$ cat src/blit_pkg.sv
// constants, register indices and field layout for the block-transfer pixel datapath
package blit_pkg;
  // ---------------------------------------------------------------
  // register word layout
  // ---------------------------------------------------------------
  localparam int          WORD_W      = 16;
  localparam int          IDX_W       = 4;
  localparam int          IDX_LO      = 12;
  localparam int          PITCH_W     = 12;
  localparam int          ROP_W       = 4;
  localparam int          ROP_LO      = 8;
  localparam int          COLOR_W     = 8;
  localparam int          MAP_W       = 4;
  localparam int          PAT_AXIS_W  = 3;
  localparam int          PAT_IDX_W   = 6;
  localparam int          ADDR_W      = 20;

  // ---------------------------------------------------------------
  // register indices (top four bits of each written word)
  // ---------------------------------------------------------------
  localparam logic [3:0]  IDX_ROW_PITCH   = 4'h8;
  localparam logic [3:0]  IDX_RASTER_OP   = 4'h9;
  localparam logic [3:0]  IDX_FOREGROUND  = 4'hA;
  localparam logic [3:0]  IDX_BACKGROUND  = 4'hB;
  localparam logic [3:0]  IDX_WRITE_MASK  = 4'hE;
  localparam logic [3:0]  IDX_DP_CONTROL  = 4'hF;

  // ---------------------------------------------------------------
  // datapath control word fields
  // ---------------------------------------------------------------
  localparam int          CTL_PLANAR    = 0;
  localparam int          CTL_SRC_LO    = 1;
  localparam int          CTL_PATTERN   = 3;
  localparam int          CTL_SRC_RECT  = 4;
  localparam int          CTL_DST_RECT  = 5;
  localparam int          CTL_W         = 6;

  // ---------------------------------------------------------------
  // reset values
  // ---------------------------------------------------------------
  localparam logic [11:0] PITCH_RST   = 12'h000;
  localparam logic [3:0]  ROP_RST     = 4'h3;   // source copy
  localparam logic [7:0]  COLOR_RST   = 8'h00;
  localparam logic [7:0]  MASK_RST    = 8'hFF;  // all planes writable
  localparam logic [5:0]  CTL_RST     = 6'h30;  // packed, memory source, both rectangular
  localparam logic [3:0]  NIBBLE_ZERO = 4'h0;
  localparam logic [7:0]  BYTE_ZERO   = 8'h00;

  // source selection modes
  typedef enum logic [1:0] {
    SRC_MEMORY = 2'b00,
    SRC_MONO   = 2'b01,
    SRC_FIXED  = 2'b10
  } src_sel_t;
endpackage

$ cat src/blit_rop_mask_datapath.sv
// block-transfer pixel datapath: registers, address stepping, pattern wrap, colour expansion, rop and masks
// Behaviour
// - index 1000 holds 12-bit row pitch
// - pitch added in position field units
// - pitch only steps rectangular regions
// - colours expand mono; foreground fills solid
// - planar mode uses colour bits 3:0
// - colours at 1010/1011, bits 11:8 reserved
// - map mask bit n enables map n
// - plane mask bit n enables plane n
// - mask at 1110; planar uses low four
// - rop code at 1001, bits 11:8
// - result bit is code bit by S,D
// - sixteen codes give all Boolean functions
// - bitwise logic only, never arithmetic
// - 8x8 pattern repeated across destination
// - mono 0 background, 1 foreground
// - pattern wraps right and down from anchor
// - fixed source fills with foreground colour
`timescale 1ns/1ps
module blit_rop_mask_datapath (
  input  wire logic                           core_clk,
  input  wire logic                           nrst,
  input  wire logic [blit_pkg::IDX_W-1:0]     reg_addr,
  input  wire logic [blit_pkg::WORD_W-1:0]    reg_wdata,
  input  wire logic                           reg_wr,
  input  wire logic                           reg_rd,
  output logic      [blit_pkg::WORD_W-1:0]    reg_rdata,
  input  wire logic                           addr_load,
  input  wire logic [blit_pkg::ADDR_W-1:0]    src_start,
  input  wire logic [blit_pkg::ADDR_W-1:0]    dst_start,
  input  wire logic [blit_pkg::PAT_IDX_W-1:0] pat_anchor,
  input  wire logic                           next_pixel,
  input  wire logic                           next_row,
  output logic      [blit_pkg::ADDR_W-1:0]    src_addr,
  output logic      [blit_pkg::ADDR_W-1:0]    dst_addr,
  output logic      [blit_pkg::PAT_IDX_W-1:0] pat_index,
  input  wire logic                           pix_valid,
  input  wire logic [blit_pkg::COLOR_W-1:0]   src_pix,
  input  wire logic                           mono_bit,
  input  wire logic [blit_pkg::COLOR_W-1:0]   dst_pix,
  output logic                                out_valid,
  output logic      [blit_pkg::COLOR_W-1:0]   out_pix,
  output logic      [blit_pkg::COLOR_W-1:0]   out_bit_en
);
  import blit_pkg::*;

  // ---------------------------------------------------------------
  // reset release
  // ---------------------------------------------------------------
  logic rst_meta_reg;
  logic rst_n;

  // two-stage release of the asynchronous reset
  always_ff @(posedge core_clk or negedge nrst) begin
    if (!nrst) begin
      rst_meta_reg <= 1'b0;
      rst_n        <= 1'b0;
    end else begin
      rst_meta_reg <= 1'b1;
      rst_n        <= rst_meta_reg;
    end
  end

  // ---------------------------------------------------------------
  // register file
  // ---------------------------------------------------------------
  logic [PITCH_W-1:0] pitch_reg;
  logic [ROP_W-1:0]   rop_reg;
  logic [COLOR_W-1:0] fg_reg;
  logic [COLOR_W-1:0] bg_reg;
  logic [COLOR_W-1:0] mask_reg;
  logic [CTL_W-1:0]   ctl_reg;
  logic [WORD_W-1:0]  rdata_next;
  logic [IDX_W-1:0]   wr_idx;
  logic               wr_pitch;
  logic               wr_rop;
  logic               wr_fg;
  logic               wr_bg;
  logic               wr_mask;
  logic               wr_ctl;

  assign wr_idx   = reg_wdata[WORD_W-1:IDX_LO];
  assign wr_pitch = reg_wr && (wr_idx == IDX_ROW_PITCH);
  assign wr_rop   = reg_wr && (wr_idx == IDX_RASTER_OP);
  assign wr_fg    = reg_wr && (wr_idx == IDX_FOREGROUND);
  assign wr_bg    = reg_wr && (wr_idx == IDX_BACKGROUND);
  assign wr_mask  = reg_wr && (wr_idx == IDX_WRITE_MASK);
  assign wr_ctl   = reg_wr && (wr_idx == IDX_DP_CONTROL);

  always_ff @(posedge core_clk or negedge rst_n) begin
    if (!rst_n) begin
      pitch_reg <= PITCH_RST;
      rop_reg   <= ROP_RST;
      fg_reg    <= COLOR_RST;
      bg_reg    <= COLOR_RST;
      mask_reg  <= MASK_RST;
      ctl_reg   <= CTL_RST;
    end else begin
      if (wr_pitch) pitch_reg <= reg_wdata[PITCH_W-1:0];
      if (wr_rop)   rop_reg   <= reg_wdata[ROP_LO+ROP_W-1:ROP_LO];
      if (wr_fg)    fg_reg    <= reg_wdata[COLOR_W-1:0];
      if (wr_bg)    bg_reg    <= reg_wdata[COLOR_W-1:0];
      if (wr_mask)  mask_reg  <= reg_wdata[COLOR_W-1:0];
      if (wr_ctl)   ctl_reg   <= reg_wdata[CTL_W-1:0];
    end
  end

  // read mux: reserved bits and unmapped indices read zero
  assign rdata_next =
      !reg_rd                          ? {WORD_W{1'b0}} :
      (reg_addr == IDX_ROW_PITCH)      ? {IDX_ROW_PITCH, pitch_reg} :
      (reg_addr == IDX_RASTER_OP)      ? {IDX_RASTER_OP, rop_reg, BYTE_ZERO} :
      (reg_addr == IDX_FOREGROUND)     ? {IDX_FOREGROUND, NIBBLE_ZERO, fg_reg} :
      (reg_addr == IDX_BACKGROUND)     ? {IDX_BACKGROUND, NIBBLE_ZERO, bg_reg} :
      (reg_addr == IDX_WRITE_MASK)     ? {IDX_WRITE_MASK, NIBBLE_ZERO, mask_reg} :
      (reg_addr == IDX_DP_CONTROL)     ? {IDX_DP_CONTROL, 6'h00, ctl_reg} :
                                         {WORD_W{1'b0}};

  // read data stands for one cycle after the strobe
  always_ff @(posedge core_clk or negedge rst_n) begin
    if (!rst_n) reg_rdata <= {WORD_W{1'b0}};
    else        reg_rdata <= rdata_next;
  end

  // ---------------------------------------------------------------
  // mode decode
  // ---------------------------------------------------------------
  logic     planar;
  logic     pattern_en;
  logic     src_rect;
  logic     dst_rect;
  src_sel_t src_sel;

  assign planar     = ctl_reg[CTL_PLANAR];
  assign pattern_en = ctl_reg[CTL_PATTERN];
  assign src_rect   = ctl_reg[CTL_SRC_RECT] && !pattern_en;
  assign dst_rect   = ctl_reg[CTL_DST_RECT];
  assign src_sel    = src_sel_t'(ctl_reg[CTL_SRC_LO+1:CTL_SRC_LO]);

  // ---------------------------------------------------------------
  // address stepping
  // ---------------------------------------------------------------
  logic [ADDR_W-1:0] src_row_reg;
  logic [ADDR_W-1:0] dst_row_reg;
  logic [ADDR_W-1:0] pitch_ext;
  logic [ADDR_W-1:0] src_row_next;
  logic [ADDR_W-1:0] dst_row_next;
  logic [ADDR_W-1:0] src_lin_next;
  logic [ADDR_W-1:0] dst_lin_next;

  // pitch in position units, no scaling
  assign pitch_ext    = {{(ADDR_W-PITCH_W){1'b0}}, pitch_reg};
  assign src_row_next = ADDR_W'(src_row_reg + pitch_ext);
  assign dst_row_next = ADDR_W'(dst_row_reg + pitch_ext);
  assign src_lin_next = ADDR_W'(src_addr + 1'b1);
  assign dst_lin_next = ADDR_W'(dst_addr + 1'b1);

  always_ff @(posedge core_clk or negedge rst_n) begin
    if (!rst_n) begin
      src_row_reg <= {ADDR_W{1'b0}};
      dst_row_reg <= {ADDR_W{1'b0}};
      src_addr    <= {ADDR_W{1'b0}};
      dst_addr    <= {ADDR_W{1'b0}};
    end else if (addr_load) begin
      src_row_reg <= src_start;
      dst_row_reg <= dst_start;
      src_addr    <= src_start;
      dst_addr    <= dst_start;
    end else if (next_row) begin
      src_row_reg <= src_rect ? src_row_next : src_lin_next;
      dst_row_reg <= dst_rect ? dst_row_next : dst_lin_next;
      src_addr    <= src_rect ? src_row_next : src_lin_next;
      dst_addr    <= dst_rect ? dst_row_next : dst_lin_next;
    end else if (next_pixel) begin
      src_addr    <= src_lin_next;
      dst_addr    <= dst_lin_next;
    end
  end

  // ---------------------------------------------------------------
  // 8x8 pattern walk
  // ---------------------------------------------------------------
  logic [PAT_AXIS_W-1:0] anchor_x_reg;
  logic [PAT_AXIS_W-1:0] anchor_y_reg;
  logic [PAT_AXIS_W-1:0] col_reg;
  logic [PAT_AXIS_W-1:0] row_reg;
  logic [PAT_AXIS_W-1:0] col_next;
  logic [PAT_AXIS_W-1:0] row_next;

  assign col_next = addr_load ? '0 : next_row ? '0 : next_pixel ? PAT_AXIS_W'(col_reg + 1'b1) : col_reg;
  assign row_next = addr_load ? '0 : next_row ? PAT_AXIS_W'(row_reg + 1'b1) : row_reg;

  // wrap within 8 pixels and 8 rows from anchor
  always_ff @(posedge core_clk or negedge rst_n) begin
    if (!rst_n) begin
      anchor_x_reg <= '0;
      anchor_y_reg <= '0;
      col_reg      <= '0;
      row_reg      <= '0;
      pat_index    <= '0;
    end else begin
      if (addr_load) begin
        anchor_x_reg <= pat_anchor[PAT_AXIS_W-1:0];
        anchor_y_reg <= pat_anchor[PAT_IDX_W-1:PAT_AXIS_W];
      end
      col_reg   <= col_next;
      row_reg   <= row_next;
      pat_index <= addr_load ? pat_anchor :
                   {PAT_AXIS_W'(anchor_y_reg + row_next), PAT_AXIS_W'(anchor_x_reg + col_next)};
    end
  end

  // ---------------------------------------------------------------
  // colour source, raster operation and write masks
  // ---------------------------------------------------------------
  logic [COLOR_W-1:0] color_keep;
  logic [COLOR_W-1:0] fg_eff;
  logic [COLOR_W-1:0] bg_eff;
  logic [COLOR_W-1:0] s_bits;
  logic [COLOR_W-1:0] rop_bits;
  logic [COLOR_W-1:0] bit_en;
  logic [COLOR_W-1:0] merged;

  assign color_keep = planar ? {{(COLOR_W-MAP_W){1'b0}}, {MAP_W{1'b1}}} : {COLOR_W{1'b1}};
  assign fg_eff     = fg_reg & color_keep;
  assign bg_eff     = bg_reg & color_keep;

  assign s_bits = (src_sel == SRC_FIXED) ? fg_eff :
                  (src_sel == SRC_MONO)  ? (mono_bit ? fg_eff : bg_eff) :
                                           src_pix;

  // per-bit code lookup, a is msb
  for (genvar gi = 0; gi < COLOR_W; gi++) begin : g_rop
    assign rop_bits[gi] = rop_reg[~{s_bits[gi], dst_pix[gi]}];
  end

  assign bit_en = planar ? {{(COLOR_W-MAP_W){1'b0}}, mask_reg[MAP_W-1:0]} : mask_reg;

  assign merged = (rop_bits & bit_en) | (dst_pix & ~bit_en);

  // one registered result per valid pixel
  always_ff @(posedge core_clk or negedge rst_n) begin
    if (!rst_n) begin
      out_valid  <= 1'b0;
      out_pix    <= '0;
      out_bit_en <= '0;
    end else begin
      out_valid <= pix_valid;
      if (pix_valid) begin
        out_pix    <= merged;
        out_bit_en <= bit_en;
      end
    end
  end
endmodule // blit_rop_mask_datapath

$ cat config.mk
export PLATFORM = sky130hd
export DESIGN_NAME = blit_rop_mask_datapath
export DESIGN_NICKNAME = d
export VERILOG_FILES = /design/src/blit_pkg.sv /design/src/blit_rop_mask_datapath.sv
export SDC_FILE = /design/constraint.sdc
export NUM_CORES = 1
export LEC_CHECK = 0
export BUFFER_PORTS_ARGS = -buffer_cell sky130_fd_sc_hd__buf_2
export CORE_MARGIN = 3
export CORE_UTILIZATION = 45
export CTS_CLUSTER_SIZE = 14
export DETAILED_ROUTE_END_ITERATION = 12
export HOLD_SLACK_MARGIN = 0.08
export PLACE_DENSITY = 0.7
export SKIP_LAST_GASP = 1
export SLEW_MARGIN = 15
export SYNTH_ARGS = -nofsm -noshare
export SYNTH_HDL_FRONTEND = slang
export SYNTH_SLANG_ARGS = --single-unit
$ cat constraint.sdc
create_clock -name core_clk -period 5.4 [get_ports core_clk]
set_input_delay 1.08 -clock core_clk [delete_from_list [all_inputs] [get_ports core_clk]]
set_output_delay 1.08 -clock core_clk [all_outputs]
set_load 0.02 [all_outputs]
== Word level (Yosys, flattened, before mapping) ==
Index checks and enable logic that the tools add are counted.

* Output and inout bits: 79
* Memories: 0
* Latch bits: 0
* Logic and storage cells: 121
* Bits in writable memories: 0
* Input bits: 91
* ROM bits: 0
* Flip-flop bits (word level): 179

* Reduce and logical (&&, ||, !) cells: 10
* Shift operators: 0
* Magnitude comparators: 8
* $mul: 0
* Equal/unequal tests: 14
* Add/subtract/negate cells: 8
* Div/mod/pow operators: 0
* Muxes and demuxes: 46
* Bitwise gates (word level): 14

{| class="wikitable"
|+ Operators with widths
! kind !! count
|-
| $mux 20 || 12
|-
| $mux 16 || 7
|-
| $eq 4x4->1 const B || 12
|-
| $add 20x1->20 const B || 2
|-
| $add 20x12->20 || 2
|-
| $mux 8 || 5
|-
| $and 8x8->8 || 4
|-
| $lt 2x3->1 const B || 8
|-
| $bmux 1 s2 || 8
|-
| $not 2->2 || 8
|-
| $mux 3 || 5
|-
| $mux 1 || 8
|-
| $not 8->8 || 1
|-
| $or 8x8->8 || 1
|-
| $logic_and 1x1->1 || 7
|-
| $add 3x1->3 const B || 2
|-
| $add 3x3->3 || 2
|-
| $mux 6 || 1
|-
| $reduce_bool 3->1 || 1
|-
| $eq 2x1->1 const B || 1
|-
| $eq 2x2->1 const B || 1
|-
| $reduce_bool 2->1 || 1
|-
| $logic_not 1->1 || 1
|}

== Longest topological paths before layout ==
Gate-level depths: netlist of run 1.

* Word-level depth: 10
* Depth in mapped cells: 11
* Gate-level depth less buffers: 11

== Least setup slack after synthesis of run 1 ==
OpenSTA, ideal clock, no wires.

* Kind: in2reg
* From: input port next_row
* To: register pat_index[2] in the netlist's numbering
* Stages: 11
* Buffers on the path: 3
* Arrival: 3190 ps
* Setup slack: 2085 ps
* Required time: 5275 ps
* Library setup time: 125 ps
* Cells stage by stage: clkbuf_1 > or2_2 > clkbuf_1 > clkbuf_1 > nor2_1 > ha_1 > inv_1 > fa_1 > xor2_1 > xnor2_1 > mux2_2

* Cells in the longest elaborated chain, start to end: 4

{| class="wikitable"
|+ RTL lines
! element !! RTL line !! text
|-
| from (decl) || blit_rop_mask_datapath.sv:34 || <nowiki>input wire logic next_row,</nowiki>
|-
| $mux 3 (2 in a row) || blit_rop_mask_datapath.sv:191 || <nowiki>assign col_next = addr_load ? '0 : next_row ? '0 : next_pixel ? PAT_AXIS_W'(col_reg + 1'b1) : col_reg;</nowiki>
|-
| net col_next[0] || blit_rop_mask_datapath.sv:188 || <nowiki>logic [PAT_AXIS_W-1:0] col_next;</nowiki>
|-
| $add 3x3->3 || blit_rop_mask_datapath.sv:210 || <nowiki>{PAT_AXIS_W'(anchor_y_reg + row_next), PAT_AXIS_W'(anchor_x_reg + col_next)};</nowiki>
|-
| $mux 6 || blit_rop_mask_datapath.sv:209 || <nowiki>pat_index <= addr_load ? pat_anchor :</nowiki>
|-
| to (signal assigned) || blit_rop_mask_datapath.sv:209 ||
|-
| to (decl) || blit_rop_mask_datapath.sv:37 || <nowiki>output logic [blit_pkg::PAT_IDX_W-1:0] pat_index,</nowiki>
|}

The timed path passes the listed nets, and every way through them passes these cells.
A chain may end at the register's enable or synchronous reset.

== Worst setup path after layout of run 1 ==
* From: register pitch_reg[0]
* To: register dst_row_reg[16]

* Cells in the longest elaborated chain, start to end: 4

{| class="wikitable"
|+ RTL lines
! element !! RTL line !! text
|-
| from (decl) || blit_rop_mask_datapath.sv:68 || <nowiki>logic [PITCH_W-1:0] pitch_reg;</nowiki>
|-
| from (signal assigned) || blit_rop_mask_datapath.sv:100 || <nowiki>if (wr_pitch) pitch_reg <= reg_wdata[PITCH_W-1:0];</nowiki>
|-
| $add 20x12->20 || blit_rop_mask_datapath.sv:155 || <nowiki>assign dst_row_next = ADDR_W'(dst_row_reg + pitch_ext);</nowiki>
|-
| $mux 20 || blit_rop_mask_datapath.sv:172 || <nowiki>dst_row_reg <= dst_rect ? dst_row_next : dst_lin_next;</nowiki>
|-
| $mux 20 || blit_rop_mask_datapath.sv:170 || <nowiki>end else if (next_row) begin</nowiki>
|-
| $mux 20 || blit_rop_mask_datapath.sv:165 || <nowiki>end else if (addr_load) begin</nowiki>
|-
| to (signal assigned) || blit_rop_mask_datapath.sv:162 || <nowiki>dst_row_reg <= {ADDR_W{1'b0}};</nowiki>
|-
| to (signal assigned) || blit_rop_mask_datapath.sv:167 || <nowiki>dst_row_reg <= dst_start;</nowiki>
|-
| to (signal assigned) || blit_rop_mask_datapath.sv:172 ||
|-
| to (decl) || blit_rop_mask_datapath.sv:145 || <nowiki>logic [ADDR_W-1:0] dst_row_reg;</nowiki>
|}

Every way passes these cells. The select of a mux whose other input is x is not followed.

==> results list, run 1 <==
- Clk sink count: 179
* Pwr Density: 363 nW/um2
- Number of synthesized register bits: 179
- Pin slew with the least headroom to its limit: 1.02 ns
- Final hold slack: 0.302 ns
* Worst IR drop on VDD: 0.245 mV
- Run status: completed
- Global placer's final weighted congestion: 0.929
* Final setup skew: 0.0115 ns
- CP endpoint kind: register
- Fill cell total of the finished layout: 2203
- After global routing the overflow that remains totals 0.
- The cell sitting at the root of the clock tree is a clkbuf_16.
- The finished cells cover 12600 um2.
* Number of remaining DRC errors: 0
* Top library cells by usage in the layout, fill and taps aside: buf_2, dfrtp_1, nand2_1, nor2_1, mux2_2
- In the final layout, the share of cells above drive strength 1 is 23.8%.
- TritonCTS built the clock tree.
- Entering global routing, the biggest net connects 83 pins.
- Layout Area Growth over Synthesis: 15.9%
- All-Layer GR Usage: 24.1%
- Number of port buffers: 169
- Commonest non-fill, non-tap cell in the layout: buf_2
- Leak pwr: 0.00580 uW
- Setup violations remaining at the end of the flow were counted as 0.
* Category of the critical setup timing path: reg -> reg
- Buffer and inverter count on the worst path: 1
* Cell depth of the worst flop-to-flop path: 11
- Source-to-sink clock delay at the later pin of the worst-skew pair: 0.44 ns
- Max-cap violations in this run came to 0.
- The synthesized netlist occupies a cell area of 10900 um2.
- At the worst endpoint, the required time is 5.75 ns.
* Net total in the final layout: 1433
- Chip height: 162 um
* Count of cell instances traversed by the critical path: 11
- The Yosys step of the flow raised 0 warnings.
* Gate count after technology mapping: 1165
* Metal1 wirelength: 13500 um
- In this run switching power makes up 36.7% of total power.
- Die Outline Area: 26100 um2
- Sequential group share of total power: 41.0%
* Tot Pwr: 4580 uW
- The number of antenna diodes in the final layout is 0.
- Remaining number of nets flagged by the antenna check after routing: 0
- The first TritonRoute pass finished after 5 iterations.
* Buffers inserted by post-CTS timing repair: 0
- Period utilization: 56.8%
* Average wire per standard cell: 19.1 um
- Worst slew margin relative to its limit: 31.8%
- The min-delay analysis places its worst path in the category reg -> async.
* Maximum cell stage delay along the critical path: 0.47 ns
- The final-report max-slew violation count came to 0.
- Gates resized, CTS repair: 0
- Placement Rows: 56
- Critical path arrival: 3.42 ns
- Setup repair after global routing left no endpoint under its margin.
* Number of failing hold endpoints at the final stage: 0
* Die Span X: 162 um
* H-tree Lvls: 4
* Comb pwr share: 31.6%
* Clk buf depth: 2
- DR WL met3: 2550 um
- Detailed placement finished with a half-perimeter wire length of 22400 um.
* Setup TNS: 0 ns
- Clock share of power: 27.4%
* Number of vias per cell after detailed routing: 5.89
- Yosys mapped a number of flops with a built-in enable equal to 0.
- Synth cell types: 68
- Number of buffers added by the clock tree synthesis step: 17
- The floorplan step defined a core boundary enclosing 23600 um2.
- F_max: 0.326 GHz
* Quantity of hold-fixing buffers added after cts: 0
* Clk slew on worst S/H paths: 0.07 ns
- Post-Place Cell Area: 12000 um2
- Net switching power of the design: 1680 uW
- Count of routing violations after the opening detailed-route iteration: 876
* Met2 wire length: 14400 um
- Wire length of the first global-routing pass: 49900 um
- Detailed routing inserted a total of 9653 vias.
- Kind of cell adding the most delay to the critical path: compound AO/OA/AOI/OAI gates
- Initial Utilization: 46.1%
- Routed Wire Length: 31400 um
- For this design, the slowest cell found on the critical path is dfrtp_1.
* Cells traversed along the worst timing path: ha_1, inv_1, fa_1, nand2b_1, a21oi_1, o31ai_1, a31oi_1, o21ai_0, xnor2_1, a211o_1, o211ai_1
- The detailed router used layers up to and including met4.
- Initial antenna violation count: 0
* Kind of start point of the critical path: register
- Min Clock Period, post-route: 3.07 ns
* Number of global-route vias before repair: 9367
* Nets in the synthesized netlist: 1290
- Internal power comes to 2900 uW.
* Ys async rst share: 100%
* Number of primary I/O pins: 170
* Prevailing post-synth register cell: dfrtp_1
- Post-Synthesis Mean Instance Area: 9.34 um2
- After synthesis, flip-flops and latches occupy 41.3% of the total area.
* Maximum fanout count along the critical path: 6
-- path summary, 6_finish.rpt --
| check | from | end | slack (ns) |
|---|---|---|---|
| setup / recovery | pitch_reg[0] | dst_row_reg[16] | 2.33 |
| hold / removal | rst_n | pat_index[3] | 0.30 |
| setup reg to reg | pitch_reg[0] | dst_row_reg[16] | 2.33 |
| hold reg to reg | rst_n | pat_index[3] | 0.30 |
| max in group asynchronous | rst_n | src_addr[6] | 3.74 |
| min in group core_clk | rst_meta_reg | rst_n | 0.36 |
-- layer usage --
metal | global-route usage [%] | vias to the layer above
met4 | 8.64 | 0
met3 | 5.21 | 65
met1 | 33.1 | 4684
met5 | 0 | -
met2 | 37.8 | 408
li1 | - | 4496
-- cell usage after synthesis, drive strengths merged, types with 13 or more instances --
cell type | number | area, um2
xor2 | 21 | 184
inv | 42 | 158
a22oi | 18 | 135
o22a | 15 | 131
o21ai | 79 | 399
nor2b | 18 | 113
mux2 | 79 | 890
nand2b | 17 | 106
o21a | 21 | 158
buf | 13 | 55.1
a21oi | 68 | 344
a31oi | 22 | 138
xnor2 | 43 | 377
nand2 | 120 | 450
nor2 | 89 | 334
and3 | 17 | 106
clkbuf | 44 | 165
dfrtp | 167 | 4180
ha | 30 | 375
nor3 | 14 | 70.1
a21o | 23 | 173
nand3 | 34 | 170
mux2i | 26 | 260
-- cells by family (layout without fill, tap and decap cells) --
group,after synthesis,count (layout),share of synthesized area (%)
flops,179,179,41.3
buf+inv,99,255,3.47
simple gates,356,356,15.5
compound gates,327,327,19.8
xor+xnor,64,64,5.15
mux,105,105,10.6
other cells,1,1,0.0344
fa+ha+maj,34,34,4.18
-- through the flow --
stage / utilization (%) / setup WS, ns / instances
after floorplan: - / 0.0638 / 1165
after global placement: 50.9 / 2.14 / 1607
after detailed placement: 50.9 / 2.03 / 1607
after CTS: 53.3 / 2.40 / 1639
after global routing: 53.4 / 2.18 / 1640
final: 53.4 / 2.33 / 1640
-- final cells by class --
type / instances / area (um2) / share of cell area (%)
inverters: 42 / 158 / 1.25
multi-input cells: 887 / 6030 / 47.7
flip-flops and latches: 179 / 4500 / 35.6
clock inverters: 14 / 155 / 1.23
repair buffers: 181 / 956 / 7.57
clock buffers: 18 / 429 / 3.40
well taps: 319 / 399 / 3.16
-- power groups by stage --
stage / sequential (uW) / combinational (uW) / clock, uW
after floorplan: 1870 / 1010 / 0
after global placement: 1890 / 1400 / 0
after detailed placement: 1900 / 1430 / 0
after CTS: 1880 / 1440 / 1270
after global routing: 1910 / 1600 / 1340
final: 1880 / 1450 / 1260
Power figures use the tool's default switching activity.
==> inputs of run 2 (changes only) <==
==> constraint.sdc (replaced) <==
create_clock -name core_clk -period 2.6 [get_ports core_clk]
set_input_delay 0.52 -clock core_clk [delete_from_list [all_inputs] [get_ports core_clk]]
set_output_delay 0.52 -clock core_clk [all_outputs]
set_load 0.02 [all_outputs]
==> run 2 against run 1 <==
- flip-flop and latch count did not move
- clock skew hardly changed
- die area unchanged
- maximum frequency up 19%
- via count rose by 3.5%
- design area grew 7.6%
- total power grew 120%
- critical path depth decreased by 1
- worst hold slack better by 0.0064 ns
- final cell count rose by 5.1%
- critical endpoint is now src_addr[17]
- largest power group unchanged
==> results list, run 2 (synthesis results as in run 1) <==
* Required arrival time at the worst endpoint: 2.98 ns (-2.77 ns)
* Hpwl dp: 23400 um (+4.3%)
- The average via count per standard cell was 5.80 (-1.5%).
- Final core occ: 57.5% (+4.1 points)
* Number of buffers added by the clock tree synthesis step: 17 (unchanged)
- The combined flip-flop and latch cell area is 4500 um2 (unchanged).
- Clock share of power: 25.6% (-1.8 points)
* Number of failing hold endpoints at the final stage: 0 (unchanged)
- The number of nets in the final layout is 1516 (+5.8%).
- The final-report max-slew violation count came to 0 (unchanged).
- DRT Pass-1 Iters: 9 (+4)
- The clock sink count is 179 (unchanged).
* Internal power: 6360 uW (+120%)
- The clock latency of the later-clocked register in the worst-skew pair came to 0.43 ns (about the same).
* Clock tree root buffer cell: clkbuf_16
* Layout Area Growth over Synthesis: 24.8%
- The power share of the combinational group came to 37.0% (+5.4 points).
- Number of global-route vias before repair: 9919 (+5.9%)
- The share of post-route cells with drive strength above 1 came to 31.4% (+7.6 points).
* Setup slack after layout: 0.0238 ns (-2.31 ns)
- Worst setup slack after placement: -0.102 ns (-2.13 ns)
- The data arrival time of the worst path was 2.95 ns (-0.47 ns).
- The switching share of total power came to 37.4% (+0.64 points).
* Post-Place Cell Area: 12600 um2 (+5.2%)
- Net switching power of the design: 3800 uW (+130%)
- Among all stages on the critical path, the largest delay is contributed by dfrtp_1.
- Clk slew on worst S/H paths: 0.07 ns (about the same)
- The area of the multi-input gates was 6330 um2 (+5.0%).
- Count of endpoints failing setup in the final report: 0 (unchanged)
- Run status: completed
* Routed Wire Length: 32900 um (+4.9%)
* Remaining number of nets flagged by the antenna check after routing: 0 (unchanged)
- Max-cap violations: 0 (unchanged)
* Path class of the lowest-slack min-delay path: in -> reg
- Leak pwr: 0.00626 uW (+7.9%)
* Cell repeated most along the worst path: o21a_1
- Wire length of the first global-routing pass: 51900 um (+3.9%)
* Kind of cell adding the most delay to the critical path: simple AND/OR/NAND/NOR gates
- Final setup skew: 0.0116 ns (+0.0000959 ns)
- The die area came to 26100 um2 (unchanged).
- The highest cell delay on the worst timing path came to 0.48 ns (about the same).
- The total power per unit cell area came to 748 nW/um2 (+110%).
- Std-Cell Core Area: 23600 um2 (unchanged)
- Clk buf depth: 2 (unchanged)
* TritonCTS clock tree: built
* Tot Pwr: 10200 uW (+120%)
- The highest clock rate came to 0.388 GHz (+19%).
- Average wire per standard cell: 19.1 um (-0.21%)
- Worst slew margin relative to its limit: 54.6% (+23 points)
- The number of standard cells in the final layout excluding fillers was 1724 (+5.1%).
* Cells traversed along the worst timing path: ha_2, nand3_1, a211oi_1, o21a_1, nor3_1, buf_4, or4_1, nand3_2, o21a_1, o22a_1
- The x dimension of the die came to 162 um (unchanged).
- Chip height: 162 um (unchanged)
- Category of the critical setup timing path: reg -> reg
- Initial antenna violation count: 2 (+2)
* Number of primary I/O pins: 170 (unchanged)
- Total number of vias: 9993 (+3.5%)
- The starting density of the core is 46.1% (unchanged).
- Number of port buffers: 169 (unchanged)
- CP endpoint kind: register
- The number of placed instances, taps included was 1683 (+4.7%).
* H-tree Lvls: 4 (unchanged)
- Kind of start point of the critical path: register
- The aggregate global routing overflow was 0 (unchanged).
- The part of the total power dissipated in sequential elements came to 37.4% (-3.6 points).
- Min Clock Period, post-route: 2.58 ns (-0.489 ns)
* Placement Rows: 56 (unchanged)
* Period utilization: 99.1% (+42 points)
- Fill cell total of the finished layout: 2043 (-7.3%)
- The cell area after layout was 13600 um2 (+7.6%).
* Unrepaired setup endpoints after global routing: yes
- The biggest fanout along the worst timing path is 6 (unchanged).
- Pin count of the biggest net entering global routing: 66 (-20%)
- Global placer's final weighted congestion: 0.903 (-2.9%)
- Worst IR drop on VDD: 0.427 mV (+75%)
- Buffer and inverter count on the worst path: 1 (unchanged)
* Top library cells by usage in the layout, fill and taps aside: buf_2, dfrtp_1, nand2_1, buf_4, nor2_1
* Pin slew with the least headroom to its limit: 0.679 ns (-0.339 ns)
- Count of routing violations after the opening detailed-route iteration: 1039 (+19%)
* Commonest non-fill, non-tap cell in the layout: buf_2
* All-Layer GR Usage: 24.9% (+0.78 points)
- Number of remaining DRC errors: 0 (unchanged)
## run 2: area by class of cell
cell class | instances | share of cell area, %
Timing Repair Buffer | 264 | 11.9
Clock inverter | 14 | 1.09
Antenna cell | 1 | 0.0184
Inverter | 42 | 1.16
Sequential cell | 179 | 33.1
Multi-Input combinational cell | 887 | 46.6
Tap cell | 319 | 2.94
Clock buffer | 18 | 3.23
## run 2: routing by layer
metal	vias up	track usage [%]	wire, um
li1	4667	-	-
met1	4811	34.4	13900
met2	440	39.4	15600
met3	73	4.80	2590
met4	2	8.68	785
met5	-	0	13
## run 2: power by group through the flow
stage / clock network, uW / logic (uW) / registers (uW)
2_1_floorplan: 0 / 2090 / 3890
3_3_place_gp: 0 / 3330 / 3810
3_5_place_dp: 0 / 3380 / 3830
4_1_cts: 2650 / 3440 / 3780
5_1_grt: 2770 / 4090 / 3870
6_report: 2600 / 3750 / 3800
## run 2: worst reg2reg max path: stages, from the launching register on
cell      delay (ns)
dfrtp_1         0.48
ha_2            0.44
nand3_1         0.13
a211oi_1        0.27
o21a_1          0.22
nor3_1          0.07
buf_4           0.16
or4_1           0.42
nand3_2         0.11
o21a_1          0.11
o22a_1          0.13
## run 2: through the flow
stage / TNS [ns] / hold slack [ns]
2_1_floorplan: 0 / 0.224
3_3_place_gp: -0.134 / 0.307
3_5_place_dp: -0.486 / 0.307
4_1_cts: -0.0396 / 0.296
5_1_grt: -0.684 / 0.313
6_report: 0 / 0.308
## run 2: what timing repair did
item,in CTS,in global routing
hold buffers,1,0
endpoints found under the hold margin,2,0
setup endpoints to repair,10,39
pin swaps,2,24
setup buffers,1,6
gates resized for setup,3,65
## run 2: path summary, 6_finish.rpt
check | from | end | slack, ns | cells past startpoint
setup / recovery | pitch_reg[9] | src_addr[17] | 0.02 | 10
hold / removal | pat_anchor[4] | anchor_y_reg[1] | 0.31 | 3
setup reg to reg | pitch_reg[9] | src_addr[17] | 0.02 | 10
hold reg to reg | rst_meta_reg | rst_n | 0.35 | 0
max in group asynchronous | rst_n | mask_reg[4] | 1.40 | 1
min in group asynchronous | rst_n | anchor_y_reg[0] | 0.36 | 0
